`src/hdl/i2c_byte_pkg.sv`:
```
package i2c_byte_pkg;
    // register map, word index on the 3-bit port address
    localparam logic [2:0] OFF_STATUS = 3'h0;
    localparam logic [2:0] OFF_TARGET = 3'h1;
    localparam logic [2:0] OFF_RX     = 3'h2;
    localparam logic [2:0] OFF_TX     = 3'h3;
    localparam logic [2:0] OFF_EVENT  = 3'h4;
    localparam logic [2:0] OFF_MASK   = 3'h5;
    // link_status_control fields
    localparam int BIT_STOP_TX = 0;
    localparam int BIT_FAST    = 4;
    localparam int BIT_ERR     = 5;
    localparam int BIT_RIE     = 6;
    localparam int BIT_RXF     = 7;
    // event / mask fields
    localparam int EV_W   = 3;
    localparam int EV_RX  = 0;
    localparam int EV_ERR = 1;
    localparam int EV_TX  = 2;
    localparam logic [7:0] BYTE_RST = 8'h00;
    localparam logic [2:0] EV_RST   = 3'h0;
    // timing
    localparam int CLK_PERIOD_NS  = 10;
    localparam int STD_PERIOD_NS  = 10000;
    localparam int FAST_PERIOD_NS = 2500;
    localparam int QUARTER_DIV    = 4 * CLK_PERIOD_NS;
    // a quarter of the bit time is a least time: round up
    localparam logic [7:0] Q_STD_CYC  = 8'((STD_PERIOD_NS + QUARTER_DIV - 1) / QUARTER_DIV);
    localparam logic [7:0] Q_FAST_CYC = 8'((FAST_PERIOD_NS + QUARTER_DIV - 1) / QUARTER_DIV);
    localparam logic [3:0] ACK_BIT    = 4'h8;

    typedef enum logic [1:0] {
        ST_IDLE  = 2'b00,
        ST_START = 2'b01,
        ST_BIT   = 2'b11,
        ST_STOP  = 2'b10
    } link_state_type;

    typedef struct packed {
        logic [2:0] addr;
        logic [7:0] wdata;
        logic       wr;
        logic       rd;
    } bus_req_type;
endpackage

```
`src/hdl/i2c_master_byte_port.sv`:
```
`timescale 1ns/1ps
// Behaviour
// slave nack sets error bit 5; writing one clears it, zero leaves it
// receive-full bit 7 set on byte load, cleared by read; irq gated by bit 6
// target address bits 7..1 hold seven-bit slave address, reset zero
// target address bit 0 is direction sent in address byte, 0 write
// receive byte register is read-only, holds last received byte, reset zero
// any transmit byte write starts a transfer, address phase when new
// transmit byte register is eight-bit read/write, reset zero
// status bit 4 selects 100 kHz when zero, 400 kHz when one
// single bus master only, no arbitration logic
// status bit 0 one issues stop after transmitted byte, zero none; here a nacked byte still ends in a stop with bit 0 zero
module i2c_master_byte_port (
    // clock, reset, enable
    input  wire logic                       core_clk,
    input  wire logic                       rst_n,
    input  wire logic                       ce,
    // register port
    input  wire i2c_byte_pkg::bus_req_type  bus_req,
    output logic [7:0]                      rdata,
    output logic                            irq,
    // open-drain link pins
    input  wire logic                       scl_in,
    output logic                            scl_out,
    output logic                            scl_oe,
    input  wire logic                       sda_in,
    output logic                            sda_out,
    output logic                            sda_oe
);
    i2c_byte_pkg::link_state_type state_r, state_nxt;
    logic [7:0]  qcnt_r, qcnt_nxt, qlen;
    logic [1:0]  phase_r, phase_nxt;
    logic [3:0]  bitn_r, bitn_nxt;
    logic [7:0]  shift_r, shift_nxt;
    logic        addr_ph_r, addr_ph_nxt;
    logic        rx_mode_r, rx_mode_nxt;
    logic        active_r, active_nxt;
    logic        nack_r, nack_nxt;
    logic        scl_oe_nxt, sda_oe_nxt;
    logic        qend, take, ev_rx, ev_err, ev_tx;
    logic        scl_m_r, scl_s_r, sda_m_r, sda_s_r;
    logic        rxf_r, rxf_nxt, rie_r, rie_nxt, err_r, err_nxt;
    logic        fast_r, fast_nxt, stop_tx_r, stop_tx_nxt, go_r, go_nxt;
    logic [7:0]  target_r, target_nxt, rx_r, rx_nxt, tx_r, tx_nxt, rdata_nxt;
    logic [i2c_byte_pkg::EV_W-1:0] ev_r, ev_nxt, mask_r, mask_nxt;
    logic        irq_nxt, wr, rd;

    // pins come from another domain: two flops before any use
    always_ff @(posedge core_clk or negedge rst_n) begin
        if (!rst_n) begin
            scl_m_r <= 1'b1;
            scl_s_r <= 1'b1;
            sda_m_r <= 1'b1;
            sda_s_r <= 1'b1;
            scl_out <= 1'b0;
            sda_out <= 1'b0;
        end else if (ce) begin
            scl_m_r <= scl_in;
            scl_s_r <= scl_m_r;
            sda_m_r <= sda_in;
            sda_s_r <= sda_m_r;
            scl_out <= 1'b0;
            sda_out <= 1'b0;
        end
    end

    assign qlen = fast_r ? i2c_byte_pkg::Q_FAST_CYC : i2c_byte_pkg::Q_STD_CYC;
    // >= so that a rate change in mid-quarter with the count past the new length ends that quarter at once
    assign qend = (qcnt_r >= qlen - 8'h01);

    // bit engine; it never watches for a lost bus, being the only master, see
    always_comb begin
        state_nxt   = state_r;
        qcnt_nxt    = qcnt_r;
        phase_nxt   = phase_r;
        bitn_nxt    = bitn_r;
        shift_nxt   = shift_r;
        addr_ph_nxt = addr_ph_r;
        rx_mode_nxt = rx_mode_r;
        active_nxt  = active_r;
        nack_nxt    = nack_r;
        scl_oe_nxt  = scl_oe;
        sda_oe_nxt  = sda_oe;
        take        = 1'b0;
        ev_rx       = 1'b0;
        ev_err      = 1'b0;
        ev_tx       = 1'b0;
        if (ce) begin
            qcnt_nxt = qcnt_r + 8'h01;
            case (state_r)
                i2c_byte_pkg::ST_IDLE: begin
                    qcnt_nxt = 8'h00;
                    if (go_r) begin
                        take      = 1'b1;
                        phase_nxt = 2'h0;
                        bitn_nxt  = 4'h0;
                        if (active_r) begin
                            // bus still held: data byte only
                            shift_nxt   = tx_r;
                            addr_ph_nxt = 1'b0;
                            sda_oe_nxt  = ~tx_r[7];
                            state_nxt   = i2c_byte_pkg::ST_BIT;
                        end else begin
                            shift_nxt   = target_r;
                            addr_ph_nxt = 1'b1;
                            rx_mode_nxt = target_r[0];
                            sda_oe_nxt  = 1'b0;
                            state_nxt   = i2c_byte_pkg::ST_START;
                        end
                    end
                end
                i2c_byte_pkg::ST_START: begin
                    if (qend) begin
                        qcnt_nxt  = 8'h00;
                        phase_nxt = phase_r + 2'h1;
                        case (phase_r)
                            2'h0: sda_oe_nxt = 1'b1;
                            2'h2: scl_oe_nxt = 1'b1;
                            2'h3: begin
                                sda_oe_nxt = ~shift_r[7];
                                state_nxt  = i2c_byte_pkg::ST_BIT;
                            end
                            default: ;
                        endcase
                    end
                end
                i2c_byte_pkg::ST_BIT: begin
                    if (phase_r == 2'h1 && !scl_s_r) begin
                        // slave holds the clock low: stretch the high phase
                        qcnt_nxt = 8'h00;
                    end else if (qend) begin
                        qcnt_nxt  = 8'h00;
                        phase_nxt = phase_r + 2'h1;
                        case (phase_r)
                            2'h0: scl_oe_nxt = 1'b0;
                            2'h1: begin
                                if (bitn_r == i2c_byte_pkg::ACK_BIT) begin
                                    nack_nxt = sda_s_r;
                                end else begin
                                    shift_nxt = {shift_r[6:0], sda_s_r};
                                end
                            end
                            2'h2: scl_oe_nxt = 1'b1;
                            default: begin
                                bitn_nxt   = bitn_r + 4'h1;
                                // reads always end with nack, so ack slot is released
                                sda_oe_nxt = (bitn_r < 4'h7) && !(rx_mode_r && !addr_ph_r)
                                             && !shift_r[7];
                                if (bitn_r == i2c_byte_pkg::ACK_BIT) begin
                                    bitn_nxt = 4'h0;
                                    if (addr_ph_r && !nack_r) begin
                                        addr_ph_nxt = 1'b0;
                                        shift_nxt   = tx_r;
                                        sda_oe_nxt  = !rx_mode_r && !tx_r[7];
                                    end else if (rx_mode_r && !addr_ph_r) begin
                                        ev_rx      = 1'b1;
                                        sda_oe_nxt = 1'b1;
                                        state_nxt  = i2c_byte_pkg::ST_STOP;
                                    end else if (nack_r) begin
                                        ev_err     = 1'b1;
                                        sda_oe_nxt = 1'b1;
                                        state_nxt  = i2c_byte_pkg::ST_STOP;
                                    end else if (stop_tx_r) begin
                                        ev_tx      = 1'b1;
                                        sda_oe_nxt = 1'b1;
                                        state_nxt  = i2c_byte_pkg::ST_STOP;
                                    end else begin
                                        // keep the clock low and the bus owned
                                        ev_tx      = 1'b1;
                                        sda_oe_nxt = 1'b0;
                                        active_nxt = 1'b1;
                                        state_nxt  = i2c_byte_pkg::ST_IDLE;
                                    end
                                end
                            end
                        endcase
                    end
                end
                default: begin
                    if (phase_r == 2'h1 && !scl_s_r) begin
                        // a slave still stretching the clock would swallow the stop
                        qcnt_nxt = 8'h00;
                    end else if (qend) begin
                        qcnt_nxt  = 8'h00;
                        phase_nxt = phase_r + 2'h1;
                        case (phase_r)
                            2'h0: scl_oe_nxt = 1'b0;
                            2'h1: sda_oe_nxt = 1'b0;
                            2'h3: begin
                                active_nxt = 1'b0;
                                state_nxt  = i2c_byte_pkg::ST_IDLE;
                            end
                            default: ;
                        endcase
                    end
                end
            endcase
        end
    end

    always_ff @(posedge core_clk or negedge rst_n) begin
        if (!rst_n) begin
            state_r   <= i2c_byte_pkg::ST_IDLE;
            qcnt_r    <= 8'h00;
            phase_r   <= 2'h0;
            bitn_r    <= 4'h0;
            shift_r   <= i2c_byte_pkg::BYTE_RST;
            addr_ph_r <= 1'b0;
            rx_mode_r <= 1'b0;
            active_r  <= 1'b0;
            nack_r    <= 1'b0;
            scl_oe    <= 1'b0;
            sda_oe    <= 1'b0;
        end else begin
            state_r   <= state_nxt;
            qcnt_r    <= qcnt_nxt;
            phase_r   <= phase_nxt;
            bitn_r    <= bitn_nxt;
            shift_r   <= shift_nxt;
            addr_ph_r <= addr_ph_nxt;
            rx_mode_r <= rx_mode_nxt;
            active_r  <= active_nxt;
            nack_r    <= nack_nxt;
            scl_oe    <= scl_oe_nxt;
            sda_oe    <= sda_oe_nxt;
        end
    end

    assign wr = bus_req.wr & ce;
    assign rd = bus_req.rd & ce;

    // registers: clears first, hardware sets last so a set always wins
    always_comb begin
        rxf_nxt     = rxf_r;
        rie_nxt     = rie_r;
        err_nxt     = err_r;
        fast_nxt    = fast_r;
        stop_tx_nxt = stop_tx_r;
        go_nxt      = go_r;
        target_nxt  = target_r;
        rx_nxt      = rx_r;
        tx_nxt      = tx_r;
        ev_nxt      = ev_r;
        mask_nxt    = mask_r;
        rdata_nxt   = ce ? 8'h00 : rdata;
        if (take) begin
            go_nxt = 1'b0;
        end
        if (wr) begin
            case (bus_req.addr)
                i2c_byte_pkg::OFF_STATUS: begin
                    rie_nxt     = bus_req.wdata[i2c_byte_pkg::BIT_RIE];
                    fast_nxt    = bus_req.wdata[i2c_byte_pkg::BIT_FAST];
                    stop_tx_nxt = bus_req.wdata[i2c_byte_pkg::BIT_STOP_TX];
                    if (bus_req.wdata[i2c_byte_pkg::BIT_ERR]) begin
                        err_nxt = 1'b0;
                    end
                end
                i2c_byte_pkg::OFF_TARGET: target_nxt = bus_req.wdata;
                i2c_byte_pkg::OFF_TX: begin
                    tx_nxt = bus_req.wdata;
                    go_nxt = 1'b1;
                end
                i2c_byte_pkg::OFF_MASK: mask_nxt = bus_req.wdata[i2c_byte_pkg::EV_W-1:0];
                default: ;
            endcase
        end
        if (rd) begin
            case (bus_req.addr)
                i2c_byte_pkg::OFF_STATUS:
                    rdata_nxt = {rxf_r, rie_r, err_r, fast_r, 3'h0, stop_tx_r};
                i2c_byte_pkg::OFF_TARGET: rdata_nxt = target_r;
                i2c_byte_pkg::OFF_RX: begin
                    rdata_nxt = rx_r;
                    rxf_nxt   = 1'b0;
                end
                i2c_byte_pkg::OFF_TX: rdata_nxt = tx_r;
                i2c_byte_pkg::OFF_EVENT: begin
                    rdata_nxt = {5'h00, ev_r};
                    ev_nxt    = i2c_byte_pkg::EV_RST;
                end
                i2c_byte_pkg::OFF_MASK: rdata_nxt = {5'h00, mask_r};
                default: ;
            endcase
        end
        if (ev_rx) begin
            rxf_nxt                   = 1'b1;
            rx_nxt                    = shift_r;
            ev_nxt[i2c_byte_pkg::EV_RX] = 1'b1;
        end
        if (ev_err) begin
            err_nxt                    = 1'b1;
            ev_nxt[i2c_byte_pkg::EV_ERR] = 1'b1;
        end
        if (ev_tx) begin
            ev_nxt[i2c_byte_pkg::EV_TX] = 1'b1;
        end
        irq_nxt = (|(ev_nxt & mask_nxt)) | (rxf_nxt & rie_nxt);
    end

    always_ff @(posedge core_clk or negedge rst_n) begin
        if (!rst_n) begin
            rxf_r     <= 1'b0;
            rie_r     <= 1'b0;
            err_r     <= 1'b0;
            fast_r    <= 1'b0;
            stop_tx_r <= 1'b0;
            go_r      <= 1'b0;
            target_r  <= i2c_byte_pkg::BYTE_RST;
            rx_r      <= i2c_byte_pkg::BYTE_RST;
            tx_r      <= i2c_byte_pkg::BYTE_RST;
            ev_r      <= i2c_byte_pkg::EV_RST;
            mask_r    <= i2c_byte_pkg::EV_RST;
            rdata     <= i2c_byte_pkg::BYTE_RST;
            irq       <= 1'b0;
        end else begin
            rxf_r     <= rxf_nxt;
            rie_r     <= rie_nxt;
            err_r     <= err_nxt;
            fast_r    <= fast_nxt;
            stop_tx_r <= stop_tx_nxt;
            go_r      <= go_nxt;
            target_r  <= target_nxt;
            rx_r      <= rx_nxt;
            tx_r      <= tx_nxt;
            ev_r      <= ev_nxt;
            mask_r    <= mask_nxt;
            rdata     <= rdata_nxt;
            irq       <= irq_nxt;
        end
    end
endmodule // i2c_master_byte_port

```
`config.mk`:
```
export PLATFORM = sky130hd
export DESIGN_NAME = i2c_master_byte_port
export DESIGN_NICKNAME = d
export VERILOG_FILES = /design/src/hdl/i2c_byte_pkg.sv /design/src/hdl/i2c_master_byte_port.sv
export SDC_FILE = /design/constraint.sdc
export NUM_CORES = 1
export LEC_CHECK = 0
export BUFFER_PORTS_ARGS = -buffer_cell sky130_fd_sc_hd__buf_2
export CAP_MARGIN = 10
export CORE_MARGIN = 4
export CORE_UTILIZATION = 45
export CTS_BUF_LIST = sky130_fd_sc_hd__clkbuf_8
export DETAILED_ROUTE_END_ITERATION = 8
export GPL_TIMING_DRIVEN = 0
export HOLD_SLACK_MARGIN = 0.06
export PLACE_DENSITY = 0.72
export SYNTH_ARGS = -nofsm -noshare
export SYNTH_HDL_FRONTEND = slang
export SYNTH_SLANG_ARGS = --single-unit
```
`constraint.sdc`:
```
create_clock -name core_clk -period 2.9 [get_ports core_clk]
set_clock_uncertainty 0.1 [all_clocks]
set_input_delay 0.29 -clock core_clk [delete_from_list [all_inputs] [get_ports core_clk]]
set_output_delay 0.29 -clock core_clk [all_outputs]
set_load 0.005 [all_outputs]
```
Word-level counts from Yosys, hierarchy flattened

Index checks and enable logic that the tools add are counted.

Flip-flop bits (word level): 79
Memory bits (read-only): 0
Memories: 0
Logic and storage cells: 256
Latch bits: 0
Output and inout bits: 13
RAM bits: 0
Input bits: 18

Shift-type cells: 0
Reduce and logical (&&, ||, !) cells: 44
$mul: 0
Bitwise operators: 11
Magnitude comparators: 2
Multiplexer cells: 135
Divide/modulo/power cells: 0
$add $sub $neg: 4
Eq/ne operators: 32

Operator list:

| operator            | count |
|---|---|
| $mux 8              | 12 |
| $mux 1              | 83 |
| $pmux 8 s2          | 3 |
| $pmux 8 s6          | 1 |
| $mux 2              | 18 |
| $ne 2x2->1 const B  | 12 |
| $mux 4              | 5 |
| $reduce_and 10->1   | 2 |
| $mux 3              | 4 |
| $reduce_and 12->1   | 1 |
| $reduce_and 6->1    | 2 |
| $reduce_bool 2->1   | 6 |
| $reduce_and 11->1   | 1 |
| $ne 3x1->1 const B  | 3 |
| $ne 3x3->1 const B  | 3 |
| $reduce_and 9->1    | 1 |
| $reduce_bool 3->1   | 3 |
| $add 8x1->8 const B | 1 |
| $ge 8x8->1          | 1 |
| $pmux 1 s2          | 4 |
| $pmux 4 s2          | 1 |
| $reduce_and 8->1    | 1 |
| $sub 8x1->8 const B | 1 |
| $logic_not 1->1     | 7 |
| 26 further kinds    | 52 |

Longest topological paths before layout

Depth in word-level cells: 14
Mapped depth: 8
Gate-level depth less buffers: 7

Worst setup path before layout

OpenSTA, ideal clock, no wires.

Kind: register to register
Start: reg fast_r
End: reg bitn_r[0]
Setup slack: 0.688 ns
Path buffers: 0
Cell stages (with the launch flop): 7
Library setup time: 0.125 ns
Clock period less this slack: 2.212 ns
Arrival: 1.987 ns
Data required time: 2.675 ns
Cell sequence: dfrtp_1 ha_1 nand2_1 or2_4 or4_4 and2_4 mux2_4

Longest elaborated chain between the ends: 5

Ends and longest elaborated chain:

| element                           | line                        | source |
|---|---|---|
| start: declaration                | i2c_master_byte_port.sv:43  | `logic fast_r, fast_nxt, stop_tx_r, stop_tx_nxt, go_r, go_nxt;` |
| start signal: assignment          | i2c_master_byte_port.sv:320 | `fast_r <= fast_nxt;` |
| $mux 8                            | i2c_master_byte_port.sv:67  | `assign qlen = fast_r ? i2c_byte_pkg::Q_FAST_CYC : i2c_byte_pkg::Q_STD_CYC;` |
| $sub 8x1->8                       | i2c_master_byte_port.sv:69  | `assign qend = (qcnt_r >= qlen - 8'h01);` |
| $ge 8x8->1                        | i2c_master_byte_port.sv:69  |  |
| $ne 2x2->1 (no source line)       | --                          |  |
| $reduce_and 6->1 (no source line) | --                          |  |
| end signal: assignment            | i2c_master_byte_port.sv:218 | `bitn_r <= bitn_nxt;` |
| end: declaration                  | i2c_master_byte_port.sv:33  | `logic [3:0] bitn_r, bitn_nxt;` |

Every way passes these cells.
A chain may end at the register's enable or synchronous reset.

Final worst setup path

Start: reg fast_r
End: reg state_r[1]

Longest elaborated chain between the ends: 5
Elaborated cells on any way between the ends: 7
Those cells by class: add/sub: 1; order compare: 1; eq/ne: 2; mux: 1; reduce/logical: 2

Ends and longest elaborated chain:

| element                                                                 | line                        | source |
|---|---|---|
| $mux 8 (*)                                                              | i2c_master_byte_port.sv:67  |  |
| $sub 8x1->8 (*)                                                         | i2c_master_byte_port.sv:69  |  |
| $ge 8x8->1 (*)                                                          | i2c_master_byte_port.sv:69  |  |
| $ne 2x2->1 (no source line) / $reduce_bool 3->1 (equally long branches) | --                          |  |
| $reduce_and 12->1 (no source line) (*)                                  | --                          |  |
| end signal: assignment                                                  | i2c_master_byte_port.sv:203 | `state_r <= i2c_byte_pkg::ST_IDLE;` |
| end signal: assignment                                                  | i2c_master_byte_port.sv:215 | `state_r <= state_nxt;` |
| end: declaration                                                        | i2c_master_byte_port.sv:30  | `i2c_byte_pkg::link_state_type state_r, state_nxt;` |

Every way passes the cells marked *; elsewhere a longest branch is shown, timed or not.

==> results.tsv <==
stage	metric	value	unit
logic_synthesis	ys_seq_elements	79	
die	num_io_pins	31	
timing	slew_viol_final	0	
place	placed_area	0.00487	sq mm
critical_path	reg2reg_depth	7	
die	rows	36	
layout	diodes	0	
place	place.port_buffers	27	
cts	cts-htree-levels	3	
critical_path	worstSetupPathType	flop to flop	
global_route	grt_pass1_vias	3551	
critical_path	cpMaxStageDelayCell	dfrtp_1	
critical_path	critPathMaxFanout	7	
cts	cts-root-buf	clkbuf_8	
place	gp_congestion	0.898	
global_route	grt_max_degree	52	
cts	clk_pin_slew	0.08	ns
critical_path	worstPathCellList	inv_1, ha_1, nand2_1, o21ai_0, a211oi_2, nor3_1, mux2_2	
place	preCtsSetupSlack	0.196	ns
place	dp_hpwl	8280	um
logic_synthesis	synth_edf_count	0	
critical_path	cp-startpoint	fast_r	
cts	clkLatencyLatePin	0.37	ns
route	drc	0	
route	routed_wl	11200	um
power_and_ir_drop	p_leak	2.23	nW
critical_path	r2r-start	fast_r	
route	vias_per_cell	5.87	
logic_synthesis	async_flop_share	100	%
global_route	track_usage	20.2	%
global_route	antenna_found_initial	0	
job	maxCapViolCount	0	
cts	cts_sinks	79	
route	dr.pass1.iters	6	
route	num_vias	3603	
timing	worst_pin_slew	1.11	ns
run_status	status	finished clean	
timing	hold_ws	0.0619	ns
route	ant_nets	0	
timing	setup_viol	0	
logic_synthesis	syn_area_per_cell	10.4	sq um
layout	final_util	52.0	%
die	fp.dieH	108	um
logic_synthesis	synthesis.area	0.00453	sq mm
critical_path	end_kind	flop	
die	initial_utilization	46.4	%
cts	cts_setup_buffers	0	
power_and_ir_drop	ir_drop	222	uV
layout	layout-drive-gt1-share	24.1	%
critical_path	startpoint_type	flop	
timing	period_needed	2.55	ns
cts	cts_buffers	9	
power_and_ir_drop	power.density	589	mW/mm^2
power_and_ir_drop	power_switching	0.00102	W
critical_path	cp-endpoint	state_r[1]	
layout	syn2layout_area_growth	12.2	%
power_and_ir_drop	p_int	0.00197	W
timing	setup-tns-final	0	ns
critical_path	critical_path_arrival	2.70	ns
timing	grt_setup_unrepaired	no	
cts	cts_tree	built	
cts	clockBufferDepth	2	
power_and_ir_drop	p_clk_share	26.6	%
critical_path	reg2reg_slack	0.35	ns
logic_synthesis	synth_ff_type	dfrtp_1	
min_path	hold_path_class	primary input to flop	
timing	relSlewSlack	25.4	%
global_route	grt_pass1_wl	18500	um
die	die_x	108	um
die	coreArea	0.00977	sq mm
route	routedWlPerCell	18.3	um
timing	fmax	0.393	GHz
logic_synthesis	ys_types	64	
critical_path	critPathMaxStageDelay	0.44	ns
power_and_ir_drop	combPwrFrac	24.8	%
layout	design_area	0.00508	sq mm
power_and_ir_drop	swShare	34.2	%
logic_synthesis	postSynthCellCount	434	
global_route	overflow	0	
layout	nets	510	
logic_synthesis	yosys_warnings	0	
route	initialDrtViolationCount	340	
die	dieArea	0.0117	sq mm
critical_path	r2r-end	state_r[1]	
timing	setup_ws	0.353	ns
power_and_ir_drop	seqPwrFrac	48.6	%
timing	fin_crit_sh	87.8	%
timing	finalHoldViolCount	0	
critical_path	cp.required	3.05	ns
logic_synthesis	seq_area_frac_synth	43.7	%
[cell usage after synthesis (all sizes together), types with 2 or more instances]
| library cell | number | area, sq um |
|---|---|---|
| clkbuf | 11 | 41.3 |
| a41oi | 2 | 17.5 |
| xor2 | 2 | 17.5 |
| o22a | 2 | 17.5 |
| nor4 | 4 | 25.0 |
| nand4b | 2 | 17.5 |
| dfrtp | 75 | 1880 |
| nand2b | 11 | 68.8 |
| o22ai | 12 | 75.1 |
| a21o | 2 | 15.0 |
| o2bb2ai | 3 | 26.3 |
| nand2 | 27 | 101 |
| nor3 | 12 | 70.1 |
| dfstp | 4 | 105 |
| a21boi | 3 | 22.5 |
| nor2 | 16 | 60.1 |
| ha | 16 | 200 |
| a22oi | 2 | 15.0 |
| o21a | 3 | 22.5 |
| or4 | 2 | 18.8 |
| nand4 | 4 | 25.0 |
| nand3b | 2 | 15.0 |
| or3 | 3 | 18.8 |
| a31oi | 6 | 52.6 |
| a21oi | 17 | 85.1 |
| a211oi | 10 | 75.1 |
| a32o | 2 | 20.0 |
| inv | 29 | 109 |
| mux2i | 16 | 160 |
| o211ai | 3 | 22.5 |
| nand3 | 12 | 70.1 |
| o31ai | 6 | 45.0 |
| nor2b | 14 | 95.1 |
| o21ai | 19 | 98.9 |
| mux2 | 46 | 522 |
| nor4b | 2 | 17.5 |
| o31a | 2 | 17.5 |
| buf | 10 | 50.0 |
| mux4 | 4 | 90.1 |
[cells in the final DEF, fill, tap and decap left out, drive strengths merged, types with 16 or more instances in the layout]
master  Yosys  routed
ha         16      16
mux2i      16      16
o21ai      19      19
nand2      27      27
clkbuf     11      21
mux2       46      46
inv        29      31
a21oi      17      17
buf        10      38
dfrtp      75      75
nor2       16      16
[state kept, by name, indices dropped and copies added, names as in the netlist, 2 cells and up]
| register | count |
|---|---|
| shift_r | 8 |
| target_r | 8 |
| bitn_r | 4 |
| ev_r | 3 |
| rx_r | 8 |
| rdata | 8 |
| tx_r | 8 |
| state_r | 2 |
| qcnt_r | 8 |
| mask_r | 3 |
| phase_r | 2 |
[repair_timing]
action	CTS	global route
hold buffers	2	0
setup endpoints to repair	0	2
gates resized for setup	0	1
hold endpoints to repair	27	0
[stage by stage]
step	power (W)	std cells
after floorplan	0.00196	435
after global placement	0.00216	595
after detailed placement	0.00221	596
after CTS	0.00299	614
after global routing	0.00315	614
final	0.00299	614
[cells by family after synthesis]
kind of cell / share of synthesized area [%]
compound gates: 15.2
buf+inv: 4.50
simple gates: 14.4
other cells: 0.0828
fa+ha+maj: 4.42
flops: 43.7
mux: 17.0
xor+xnor: 0.580
[per-layer routing]
metal  GRT usage [%]  vias to the layer above  wire length (um)
met5               0                        -                 0
met4            7.12                        0               188
met3            4.00                       20               681
met2            31.3                      119              5240
met1            28.4                     1794              5110
li1                -                     1670                 -
[worst min path at each step]
stage                     startpoint        to  slack, ns  cells after the start
after floorplan                rst_n  active_r      -0.11                      0
after global placement       rx_r[5]   rx_r[5]       0.39                      1
after detailed placement       rst_n    sda_oe       0.15                      1
after CTS                     sda_in   sda_m_r       0.06                      2
after global routing      bus_req[5]   tx_r[3]       0.06                      2
final                         sda_in   sda_m_r       0.06                      2
[critical path: cells and delay by family, from the launching register on]
kind	cells	cell delay, ns
AO/OA/AOI/OAI	2	0.62
AND/OR/NAND/NOR	2	0.47
flip-flops	1	0.44
multiplexers	1	0.38
adder cells (fa/ha/maj)	1	0.30
buffers and inverters	1	0.12
[cell type report]
class	instances	area (sq um)
Clock buffer	10	138
Sequential cell	79	1980
Timing Repair Buffer	30	185
Fill cell	897	4690
Buffer	21	91.3
Tap cell	133	166
Multi-Input combinational cell	305	2350
Inverter	30	113
Clock inverter	6	52.6
[power by group through the flow]
stage                     sequential, W  combinational [W]  clock [W]
after floorplan                 0.00142           0.000543          0
after global placement          0.00146           0.000701          0
after detailed placement        0.00147           0.000734          0
after CTS                       0.00145           0.000739   0.000798
after global routing            0.00148           0.000825   0.000848
final                           0.00145           0.000743   0.000794
Note: power is estimated with default switching activity, not from simulation.
